`src/verilog/qdds_pkg.sv`:
```
// Shared constants for the four-channel phase core
package qdds_pkg;
  localparam int QDDS_NUM_CH = 4;
  localparam int QDDS_ACC_W = 32;
  localparam int QDDS_OFS_W = 14;
  localparam int QDDS_AMP_W = 10;
  localparam int QDDS_LUT_AW = 8;
  localparam int QDDS_FIFO_DEPTH = 4;
  localparam logic [31:0] QDDS_FTW_RST = 32'h0000_0000;
  localparam logic [13:0] QDDS_OFS_RST = 14'h0000;
  localparam logic [1:0] QDDS_SYNC_DIV_LAST = 2'h3;
  localparam logic [1:0] QDDS_SYNC_HIGH_FROM = 2'h2;
  localparam int QDDS_CMD_W = 2 + 1 + QDDS_ACC_W;
  localparam logic QDDS_SEL_FREQ = 1'b0;
  localparam logic QDDS_SEL_OFS = 1'b1;
  localparam int QDDS_SYNC_CLK_DIV = 4;
endpackage

```
`src/verilog/qdds_fifo.sv`:
```
// Small valid/ready FIFO with parameterised width and depth
`timescale 1ns/1ps
module qdds_fifo #(
  parameter int WIDTH = 35,
  parameter int DEPTH = 4
) (
  // Clock and reset
  input wire logic clk,
  input wire logic rst,
  // Write side
  input wire logic in_valid,
  output logic in_ready,
  input wire logic [WIDTH-1:0] in_data,
  // Read side
  output logic out_valid,
  input wire logic out_ready,
  output logic [WIDTH-1:0] out_data
);
  localparam int AW = (DEPTH > 1) ? $clog2(DEPTH) : 1;
  logic [WIDTH-1:0] mem_reg [DEPTH];
  logic [WIDTH-1:0] mem_next [DEPTH];
  logic [AW-1:0] wr_reg, wr_next, rd_reg, rd_next;
  logic [AW:0] cnt_reg, cnt_next;
  logic do_wr, do_rd;

  assign in_ready = (cnt_reg != (AW+1)'(DEPTH));
  assign out_valid = (cnt_reg != '0);
  assign out_data = mem_reg[rd_reg];
  assign do_wr = in_valid && in_ready;
  assign do_rd = out_valid && out_ready;

  always_comb begin
    mem_next = mem_reg;
    wr_next = wr_reg;
    rd_next = rd_reg;
    cnt_next = cnt_reg;
    if (do_wr) begin
      mem_next[wr_reg] = in_data;
      wr_next = (wr_reg == AW'(DEPTH-1)) ? '0 : wr_reg + 1'b1;
    end
    if (do_rd) begin
      rd_next = (rd_reg == AW'(DEPTH-1)) ? '0 : rd_reg + 1'b1;
    end
    if (do_wr && !do_rd) begin
      cnt_next = cnt_reg + 1'b1;
    end else if (do_rd && !do_wr) begin
      cnt_next = cnt_reg - 1'b1;
    end
  end

  always_ff @(posedge clk) begin
    mem_reg <= mem_next;
    if (rst) begin
      wr_reg <= '0;
      rd_reg <= '0;
      cnt_reg <= '0;
    end else begin
      wr_reg <= wr_next;
      rd_reg <= rd_next;
      cnt_reg <= cnt_next;
    end
  end
endmodule

```
`src/verilog/qdds_cos_rom.sv`:
```
// Registered cosine table, amplitude in offset binary
`timescale 1ns/1ps
module qdds_cos_rom #(
  parameter int AW = 8,
  parameter int DW = 10
) (
  // Clock
  input wire logic clk,
  // Lookup
  input wire logic [AW-1:0] phase,
  output logic [DW-1:0] amp
);
  localparam int N = 1 << AW;
  localparam real PI = 3.14159265358979;
  logic [DW-1:0] table_c [N];
  logic [DW-1:0] amp_reg;

  // Table computed at elaboration; no file to load
  generate
    for (genvar i = 0; i < N; i++) begin : g_tab
      localparam real MID = (2.0 ** (DW - 1)) - 0.5;
      localparam int V = int'(MID + MID * $cos(2.0 * PI * i / N));
      assign table_c[i] = DW'(V);
    end
  endgenerate

  always_ff @(posedge clk) begin
    amp_reg <= table_c[phase];
  end
  assign amp = amp_reg;
endmodule

```
`src/verilog/qdds_core.sv`:
```
// Four-channel phase accumulator core with buffered tuning words
`timescale 1ns/1ps
module qdds_core
  import qdds_pkg::*;
#(
  parameter int NUM_CH = qdds_pkg::QDDS_NUM_CH,
  parameter int FIFO_DEPTH = qdds_pkg::QDDS_FIFO_DEPTH
) (
  // Clock and reset
  input wire logic clk,
  input wire logic rst,
  // Word write port
  input wire logic wr_valid,
  output logic wr_ready,
  input wire logic [1:0] wr_chan,
  input wire logic wr_sel,
  input wire logic [qdds_pkg::QDDS_ACC_W-1:0] wr_data,
  // Load strobe pin and sync clock
  input wire logic io_load,
  output logic sync_clk,
  // Converter codes
  output logic [NUM_CH*qdds_pkg::QDDS_AMP_W-1:0] dac_code
);
  import qdds_pkg::*;

  typedef enum logic [1:0] {
    QDDS_LD_IDLE = 2'b01,
    QDDS_LD_ARMED = 2'b10
  } qdds_ld_state_t;

  // ==========================================================
  // Command FIFO feeding the buffer registers
  // ==========================================================
  logic f_valid;
  logic [QDDS_CMD_W-1:0] f_data;
  logic [1:0] f_chan;
  logic f_sel;
  logic [QDDS_ACC_W-1:0] f_word;

  qdds_fifo #(
    .WIDTH(QDDS_CMD_W),
    .DEPTH(FIFO_DEPTH)
  ) u_fifo (
    .clk(clk),
    .rst(rst),
    .in_valid(wr_valid),
    .in_ready(wr_ready),
    .in_data({wr_chan, wr_sel, wr_data}),
    .out_valid(f_valid),
    .out_ready(1'b1),
    .out_data(f_data)
  );
  // Drain waits on nothing; back-pressure only if writes outrun clk
  assign f_chan = f_data[QDDS_CMD_W-1 -: 2];
  assign f_sel = f_data[QDDS_ACC_W];
  assign f_word = f_data[QDDS_ACC_W-1:0];

  // ==========================================================
  // Quarter-rate sync clock and load strobe sampling
  // ==========================================================
  logic [1:0] div_reg, div_next;
  logic sync_reg, sync_next;
  logic ld_m_reg, ld_s_reg, ld_prev_reg;
  logic ld_m_next, ld_s_next, ld_prev_next;
  qdds_ld_state_t ld_st_reg, ld_st_next;
  logic apply;

  always_comb begin
    div_next = (div_reg == QDDS_SYNC_DIV_LAST) ? 2'h0 : div_reg + 2'h1;
    sync_next = (div_next >= QDDS_SYNC_HIGH_FROM);
    ld_m_next = io_load;
    ld_s_next = ld_m_reg;
    ld_prev_next = ld_prev_reg;
    ld_st_next = ld_st_reg;
    apply = 1'b0;
    // Strobe only looked at once per sync period, at its falling edge
    if (div_reg == QDDS_SYNC_DIV_LAST) begin
      ld_prev_next = ld_s_reg;
      case (ld_st_reg)
        QDDS_LD_IDLE: begin
          if (ld_s_reg && !ld_prev_reg) begin
            apply = 1'b1;
            ld_st_next = QDDS_LD_ARMED;
          end
        end
        QDDS_LD_ARMED: begin
          if (!ld_s_reg) begin
            ld_st_next = QDDS_LD_IDLE;
          end
        end
        default: ld_st_next = QDDS_LD_IDLE;
      endcase
    end
  end

  always_ff @(posedge clk) begin
    ld_m_reg <= ld_m_next;
    ld_s_reg <= ld_s_next;
    if (rst) begin
      div_reg <= 2'h0;
      sync_reg <= 1'b0;
      ld_prev_reg <= 1'b0;
      ld_st_reg <= QDDS_LD_IDLE;
    end else begin
      div_reg <= div_next;
      sync_reg <= sync_next;
      ld_prev_reg <= ld_prev_next;
      ld_st_reg <= ld_st_next;
    end
  end
  assign sync_clk = sync_reg;

  // ==========================================================
  // Per-channel buffer, active words and datapath
  // ==========================================================
  generate
    for (genvar c = 0; c < NUM_CH; c++) begin : g_ch
      logic [QDDS_ACC_W-1:0] ftw_buf_reg, ftw_buf_next;
      logic [QDDS_OFS_W-1:0] ofs_buf_reg, ofs_buf_next;
      logic [QDDS_ACC_W-1:0] freq_tuning_word_reg, freq_tuning_word_next;
      logic [QDDS_OFS_W-1:0] chan_phase_offset_word_reg;
      logic [QDDS_OFS_W-1:0] chan_phase_offset_word_next;
      logic [QDDS_ACC_W-1:0] acc_reg, acc_next;
      logic [QDDS_LUT_AW-1:0] lut_addr_reg, lut_addr_next;
      logic [QDDS_OFS_W-1:0] phase_offset_value;
      logic hit;

      always_comb begin
        hit = f_valid && (f_chan == 2'(c));
        ftw_buf_next = ftw_buf_reg;
        ofs_buf_next = ofs_buf_reg;
        if (hit && f_sel == QDDS_SEL_FREQ) begin
          ftw_buf_next = f_word;
        end else if (hit && f_sel == QDDS_SEL_OFS) begin
          ofs_buf_next = f_word[QDDS_OFS_W-1:0];
        end
        freq_tuning_word_next = freq_tuning_word_reg;
        chan_phase_offset_word_next = chan_phase_offset_word_reg;
        if (apply) begin
          freq_tuning_word_next = ftw_buf_reg;
          chan_phase_offset_word_next = ofs_buf_reg;
        end
        // Natural 32-bit overflow gives the wrap
        acc_next = acc_reg + freq_tuning_word_reg;
        // Offset sits on the top 14 bits: one lsb is 1/2^14 cycle
        phase_offset_value = acc_reg[QDDS_ACC_W-1 -: QDDS_OFS_W]
          + chan_phase_offset_word_reg;
        lut_addr_next = phase_offset_value[QDDS_OFS_W-1 -: QDDS_LUT_AW];
      end

      always_ff @(posedge clk) begin
        if (rst) begin
          ftw_buf_reg <= QDDS_FTW_RST;
          ofs_buf_reg <= QDDS_OFS_RST;
          freq_tuning_word_reg <= QDDS_FTW_RST;
          chan_phase_offset_word_reg <= QDDS_OFS_RST;
          acc_reg <= QDDS_FTW_RST;
          lut_addr_reg <= '0;
        end else begin
          ftw_buf_reg <= ftw_buf_next;
          ofs_buf_reg <= ofs_buf_next;
          freq_tuning_word_reg <= freq_tuning_word_next;
          chan_phase_offset_word_reg <= chan_phase_offset_word_next;
          acc_reg <= acc_next;
          lut_addr_reg <= lut_addr_next;
        end
      end

      qdds_cos_rom #(
        .AW(QDDS_LUT_AW),
        .DW(QDDS_AMP_W)
      ) u_rom (
        .clk(clk),
        .phase(lut_addr_reg),
        .amp(dac_code[c*QDDS_AMP_W +: QDDS_AMP_W])
      );
    end
  endgenerate
endmodule

```
`config.mk`:
```
export PLATFORM = sky130hd
export DESIGN_NAME = qdds_core
export DESIGN_NICKNAME = d
export VERILOG_FILES = /design/src/verilog/qdds_pkg.sv /design/src/verilog/qdds_fifo.sv /design/src/verilog/qdds_cos_rom.sv /design/src/verilog/qdds_core.sv
export SDC_FILE = /design/constraint.sdc
export NUM_CORES = 2
export LEC_CHECK = 0
export BUFFER_PORTS_ARGS = -buffer_cell sky130_fd_sc_hd__buf_2
export CORE_MARGIN = 3
export CORE_UTILIZATION = 38
export DETAILED_ROUTE_END_ITERATION = 16
export SLEW_MARGIN = 20
export SYNTH_ARGS = -nofsm -noshare
export SYNTH_HDL_FRONTEND = slang
export SYNTH_SLANG_ARGS = --single-unit
```
`constraint.sdc`:
```
create_clock -name clk -period 5.8 [get_ports clk]
set_input_delay 0 -clock clk [delete_from_list [all_inputs] [get_ports clk]]
set_output_delay 0 -clock clk [all_outputs]
set_load 0.05 [all_outputs]
```
# Word level (Yosys, flattened, before mapping)
# Memory sizes are Yosys's and may differ from the RTL's. A register that Yosys moved wholly into a read port is not among the register bits.
# Index checks and enable logic that the tools add are counted.
# classes
n_reduce_logical,28
addsub,13
eq_ne,11
n_bitwise,11
order_cmp,4
n_mux,17
# op_table
operator,count
$bwmux W140,1
$add A32 B32 Y32,4
$mux W35,3
$bmux W35 S2,1
$demux W35 S2,1
$add A14 B14 Y14,4
$not A8 Y9,4
$logic_and A1 B1 Y1,17
$eq A2 B2 Y1 const B,6
$mux W2,5
$reduce_and A2 Y1,4
$add A2 B1 Y2 const B,3
$ge A3 B3 Y1 const B,2
$mux W3,2
$not A2 Y3,2
$not A1 Y1,5
$eq A2 B1 Y1 const B,2
$ne A2 B2 Y1 const B,2
$pmux W2 S2,1
$add A3 B1 Y3 const B,1
$logic_not A1 Y1,3
$lt A3 B1 Y1 const B,1
$mux W1,3
$ne A3 B3 Y1 const B,1
6 further kinds,6
# word_totals
output_inout_bits,42
mem_bits_ro,10240
inputBits,39
elab_cells,125
ff_bits,683
memories,4
# memory_table
name,words,width,rd,rd_ports_with_merged_regs,wr,line,source
(no name shown),256,10,1,1,0,qdds_cos_rom.sv:28,amp_reg <= table_c[phase];
(no name shown),256,10,1,1,0,qdds_cos_rom.sv:28,
(no name shown),256,10,1,1,0,qdds_cos_rom.sv:28,
(no name shown),256,10,1,1,0,qdds_cos_rom.sv:28,

# Logic depth before layout (Yosys ltp)
# depth
word_depth,9
mapped_depth,13
depth_no_buf,12

# Cells and area by module
# Synthesis repeated with hierarchy kept, for this count alone.
# hier_totals
hier_cells,5005
hier_area_um2,41461.0
# by_module_without_submodules
mod,n_inst,area_each_um2,cells_each,seq_area_each_um2
qdds_core,1,24405.9,3036,10710.3
qdds_cos_rom,4,2892.8,435,200.2
qdds_fifo,1,5484.0,229,4344.2

# Least setup slack after synthesis
# OpenSTA, ideal clock, no wires.
# synth_timing
path_type,reg-to-reg
from,reg g_ch[2].freq_tuning_word_reg[0]
to,reg g_ch[2].acc_reg[30]
arrival_time_ps,2893
setup_slack_ps,2786
t_required_ps,5679
path_buffers,0
stages_incl_launch_ff,12
path_cell_list,dfxtp_1 ha_1 fa_1 a211oi_1 nor2_1 o31ai_2 o31ai_1 a31oi_1 o21bai_1 a311oi_1 o21ai_1 mux2_2
# synth_between
elab_chain_len,1
# synth_rtl
item,line,source
"start, declared",qdds_core.sv:120,"logic [QDDS_ACC_W-1:0] freq_tuning_word_reg, freq_tuning_word_next;"
"start signal, assigned",qdds_core.sv:162,freq_tuning_word_reg <= freq_tuning_word_next;
$add A32 B32 Y32,qdds_core.sv:144,acc_next = acc_reg + freq_tuning_word_reg;
"end signal, assigned",qdds_core.sv:164,acc_reg <= acc_next;
"end, declared",qdds_core.sv:123,"logic [QDDS_ACC_W-1:0] acc_reg, acc_next;"
# Every way passes these cells.
# A chain may end at the register's enable or synchronous reset.

# Final worst setup path
# layout_timing
from,reg g_ch[0].lut_addr_reg[1]
to,reg g_ch[0].u_rom.amp_reg[1]
# layout_between
elab_chain_len,1
# layout_rtl
item,line,source
"start, declared",qdds_core.sv:124,"logic [QDDS_LUT_AW-1:0] lut_addr_reg, lut_addr_next;"
"start signal, assigned",qdds_core.sv:165,lut_addr_reg <= lut_addr_next;
$not A8 Y9 (not written as such),qdds_cos_rom.sv:28,
"end, declared",qdds_cos_rom.sv:16,logic [DW-1:0] amp_reg;
# Every way passes these cells.

==> impl_metrics.xml <==
<?xml version="1.0" encoding="UTF-8"?>
<metrics>
  <group name="run_status">
    <metric name="run_status" unit="">finished clean</metric>
  </group>
  <group name="clock_tree">
    <metric name="cts.sink_count" unit="">722</metric>
    <metric name="cts-root-to-sink-buffers" unit="">3</metric>
    <metric name="tritoncts" unit="">yes</metric>
    <metric name="post_cts_repair_setup_buffers" unit="">0</metric>
    <metric name="clock_tree.htree_level_count" unit="">3</metric>
    <metric name="cts.reportedPaths.clkPinSlew" unit="ns">0.06</metric>
    <metric name="ctsResizeCount" unit="">0</metric>
    <metric name="clockRootBuffer" unit="">clkbuf_16</metric>
    <metric name="cts_buffers" unit="">83</metric>
    <metric name="worstSkewPairLatency" unit="ns">0.67</metric>
  </group>
  <group name="die">
    <metric name="initial_core_util" unit="%">38.50</metric>
    <metric name="fp-row-count" unit="">119</metric>
    <metric name="die_y" unit="um">333.3</metric>
    <metric name="die-width" unit="um">333.3</metric>
    <metric name="core_area" unit="um^2">105700</metric>
    <metric name="fp.dieArea" unit="um^2">111100</metric>
    <metric name="ios" unit="">81</metric>
  </group>
  <group name="critical_path">
    <metric name="type_of_element_capturing_the_critical_path" unit="">flip-flop</metric>
    <metric name="critical-path-top-cell-by-count" unit="">nor2_1</metric>
    <metric name="worstReg2RegEnd" unit="">g_ch[0].u_rom.amp[1]</metric>
    <metric name="worst-setup-path-type" unit="">flip-flop to flip-flop</metric>
    <metric name="worst_path_largest_cell_delay" unit="ns">0.78</metric>
    <metric name="critical_path.cell_chain" unit="">inv_1 -&gt; ha_1 -&gt; inv_1 -&gt; nor2_1 -&gt; nor2_1 -&gt; a211oi_1 -&gt; a21oi_1 -&gt; nor2_1 -&gt; a31oi_1 -&gt; mux4_2</metric>
    <metric name="r2r_setup_slack" unit="ns">2.21</metric>
    <metric name="rr_worst_depth" unit="">10</metric>
    <metric name="dominant_delay_contributor_by_cell_family_on_the_critical_path" unit="">flip-flops</metric>
    <metric name="critical_path_peak_fanout" unit="">17</metric>
    <metric name="cp.required" unit="ns">6.32</metric>
    <metric name="worst_ep_arrival_time" unit="ns">4.11</metric>
    <metric name="critical-path-slowest-cell" unit="">dfxtp_1</metric>
    <metric name="worstReg2RegStart" unit="">g_ch[0].lut_addr_reg[1]</metric>
    <metric name="cp_num_buf_inv" unit="">2</metric>
    <metric name="crit_path_start_kind" unit="">flip-flop</metric>
  </group>
  <group name="synth">
    <metric name="synth.largest_area_cell" unit="">dfxtp_1</metric>
    <metric name="ys_ff_latch" unit="">722</metric>
    <metric name="synth.mux.area_fraction" unit="%">4.642</metric>
    <metric name="synth-seq-area-share" unit="%">38.95</metric>
    <metric name="synth-edff-count" unit="">140</metric>
    <metric name="synth-adder-area-share" unit="%">7.839</metric>
    <metric name="synthDominantCellAreaShare" unit="%">28.63</metric>
    <metric name="ys_types" unit="">79</metric>
    <metric name="synth-compound-area-share" unit="%">22.64</metric>
    <metric name="synth.avg_cell_area" unit="um^2">8.055</metric>
    <metric name="most_frequently_used_flop_master_after_synthesis" unit="">dfxtp_1</metric>
    <metric name="dominant_combinational_cell_family_by_area_after_synthesis" unit="">compound AO/OA/AOI/OAI gates</metric>
    <metric name="ys_async_rst_share" unit="%">0</metric>
    <metric name="postSynthNetCount" unit="">5344</metric>
    <metric name="post_synth_inst_count" unit="">5053</metric>
    <metric name="synth_warnings" unit="">0</metric>
    <metric name="synth_area_leaders" unit="">dfxtp_1 29%, edfxtp_1 10%, nand2_1 8.5%</metric>
    <metric name="simple_gate_fraction_of_synth_area" unit="%">18.81</metric>
    <metric name="syn_area" unit="um^2">40700</metric>
    <metric name="synthesized_area_fraction_occupied_by_xor_and_xnor_cells" unit="%">2.970</metric>
  </group>
  <group name="routing">
    <metric name="drtIter0Drc" unit="">3967</metric>
    <metric name="dr_total_vias" unit="">36060</metric>
    <metric name="drt-vias-per-instance" unit="">5.633</metric>
    <metric name="route.detailed.drc" unit="">0</metric>
    <metric name="detail_route.first_pass.iterations" unit="">12</metric>
    <metric name="overall_routed_net_length" unit="um">117700</metric>
    <metric name="routed_wire_length_per_instance" unit="um">18.38</metric>
    <metric name="route.antenna.remaining_nets" unit="">0</metric>
  </group>
  <group name="sta">
    <metric name="drv_slew" unit="">0</metric>
    <metric name="timing.slew.headroom" unit="%">25.95</metric>
    <metric name="fmax" unit="MHz">278.9</metric>
    <metric name="period_share" unit="%">61.81</metric>
    <metric name="fin_worst_skew" unit="ns">0.03228</metric>
    <metric name="finalSetupViolCount" unit="">0</metric>
    <metric name="period_minus_slack" unit="ns">3.585</metric>
    <metric name="finalHoldViolCount" unit="">0</metric>
    <metric name="grt_setup_unrepaired" unit="">false</metric>
    <metric name="final.setup.tns" unit="ns">0</metric>
    <metric name="layout_setup_ws" unit="ns">2.215</metric>
    <metric name="worst_pin_slew" unit="ns">1.108</metric>
  </group>
  <group name="final_layout">
    <metric name="utilization" unit="%">42.88</metric>
    <metric name="fillers" unit="">10680</metric>
    <metric name="most_common_library_cell_in_the_layout_ignoring_fill_and_taps" unit="">nand2_1</metric>
    <metric name="design.final.nets" unit="">5229</metric>
    <metric name="fraction_of_final_layout_cells_sized_beyond_drive_strength_1" unit="%">7.629</metric>
    <metric name="layout.area.seq" unit="um^2">15870</metric>
    <metric name="largest_reg_flops" unit="">140</metric>
    <metric name="commonest_cells_after_routing_fill_and_taps_aside" unit="">920 x nand2_1, 690 x a21oi_1, 570 x dfxtp_1, 528 x nor2_1, 312 x o21ai_0</metric>
    <metric name="area_of_combinational_cells_with_multiple_inputs" unit="um^2">23200</metric>
    <metric name="area_delta_synth_final" unit="%">11.38</metric>
  </group>
  <group name="global_routing">
    <metric name="grt_antenna_before_repair" unit="">8</metric>
    <metric name="via_count_of_the_first_global_routing_pass" unit="">33630</metric>
    <metric name="grt_overflow_total" unit="">0</metric>
    <metric name="grtUsageTotal" unit="%">20.43</metric>
    <metric name="grt_pass1_wl" unit="um">186900</metric>
    <metric name="grt_start_max_net_pins" unit="">195</metric>
  </group>
  <group name="pwr">
    <metric name="vdd_ir_drop_max" unit="V">0.0002888</metric>
    <metric name="leakage_power_of_the_design" unit="uW">0.01693</metric>
    <metric name="power.density" unit="nW/um^2">307.7</metric>
    <metric name="finalPower" unit="uW">13950</metric>
  </group>
  <group name="worst_hold_path">
    <metric name="worst_hold_startpoint" unit="">io_load</metric>
    <metric name="timing.hold.worst.class" unit="">input port to flip-flop</metric>
    <metric name="timing.hold.worst_endpoint" unit="">ld_m_reg</metric>
    <metric name="worstHoldPathCells" unit="">2</metric>
  </group>
  <group name="job">
    <metric name="maxCapViolCount" unit="">0</metric>
  </group>
  <group name="placed_design">
    <metric name="gp_congestion" unit="">0.9445</metric>
    <metric name="port-buffer-count" unit="">80</metric>
    <metric name="detailedPlacementHpwl" unit="um">74860</metric>
    <metric name="detailedPlace.worstSlack" unit="ns">2.297</metric>
  </group>
</metrics>
## Yosys cell counts (8+ instances only)
cell type,instances
o211ai_1,52
a21o_1,82
a311oi_1,23
a22oi_1,10
a21oi_1,690
a211o_1,15
a21boi_0,9
buf_1,43
a221oi_1,22
clkbuf_1,309
a2111oi_0,8
nor2b_1,61
nor3_1,80
nand4_1,15
a211oi_1,56
xnor2_1,81
nor3b_1,9
xor2_1,57
ha_1,247
nor2_1,532
dfxtp_1,582
nand2_1,923
mux4_2,50
and3_1,28
inv_1,78
o22ai_1,28
a31o_2,10
o21ai_0,312
nand2b_1,37
or2_2,13
o311ai_0,16
a31oi_1,60
and2_1,19
nand3_1,74
mux2i_1,68
or3_1,14
o221ai_1,10
o21a_1,23
o21bai_1,17
edfxtp_1,140
o31ai_1,29
## worst max-delay path by stage
| stage | from | end | slack (ns) | depth (start not counted) |
|---|---|---|---|---|
| after detailed placement | g_ch[0].lut_addr_reg[0] | g_ch[0].u_rom.amp[1] | 2.30 | 10 |
| after floorplan | g_ch[2].freq_tuning_word_reg[0] | g_ch[2].acc_reg[30] | 2.79 | 11 |
| final | g_ch[0].lut_addr_reg[1] | g_ch[0].u_rom.amp[1] | 2.21 | 10 |
| after CTS | g_ch[0].lut_addr_reg[0] | g_ch[0].u_rom.amp[1] | 2.29 | 10 |
| after global placement | g_ch[0].lut_addr_reg[1] | g_ch[0].u_rom.amp[1] | 2.44 | 10 |
| after global routing | g_ch[0].lut_addr_reg[1] | g_ch[0].u_rom.amp[1] | 1.92 | 10 |
## where the power goes
group          internal [uW]  switching (uW)
combinational            735            1790
clock                   3420            2300
sequential              5500             200
total                   9650            4290
## routing by layer
layer,global-route usage [%],wire (um),part of all wire (%),vias to the layer above
li1,-,-,-,17660
met1,29.10,54200,46,16940
met5,0,27,0.023,-
met4,5.182,2632,2.2,4
met2,32.34,53160,45,1248
met3,3.167,7632,6.5,199
## logic make-up (layout without fill, tap and decap cells)
| logic type | after synthesis | count (layout) |
|---|---|---|
| AND/OR/NAND/NOR | 1829 | 1829 |
| AO/OA/AOI/OAI | 1541 | 1541 |
| flip-flops | 722 | 722 |
| buffers and inverters | 446 | 400 |
| multiplexers | 125 | 125 |
| adder cells (fa/ha/maj) | 252 | 252 |
| XOR/XNOR | 138 | 138 |
| other | 0 | 3 |
## layout make-up
class	count	area share (%)
Inverter	86	0.7121
Timing Repair Buffer	160	2.556
Clock buffer	105	5.197
Sequential cell	722	35.01
Tap cell	1391	3.839
Multi-Input combinational cell	3885	51.18
Clock inverter	49	1.488
Antenna cell	3	0.01656
## stage by stage
step	hold slack, ns	instances	cell area [um^2]
after floorplan	0.02772	5053	40700
after global placement	0.1712	6205	41900
after detailed placement	0.1679	6205	41900
after CTS	0.02449	6398	45320
after global routing	0.05054	6401	45330
final	0.08017	6401	45330
## what timing repair did
item / CTS / global route
hold endpoints to repair: 258 / 0
hold buffers: 39 / 0
endpoints found under the setup margin: 0 / 0
## worst register-to-register path: stages, from the launching register on
cell and delay (ns):
dfxtp_1 0.78, inv_1 0.36, ha_1 0.60, inv_1 0.20, nor2_1 0.37, nor2_1 0.12
a211oi_1 0.35, a21oi_1 0.07, nor2_1 0.09, a31oi_1 0.05, mux4_2 0.48
Power figures use the tool's default switching activity.
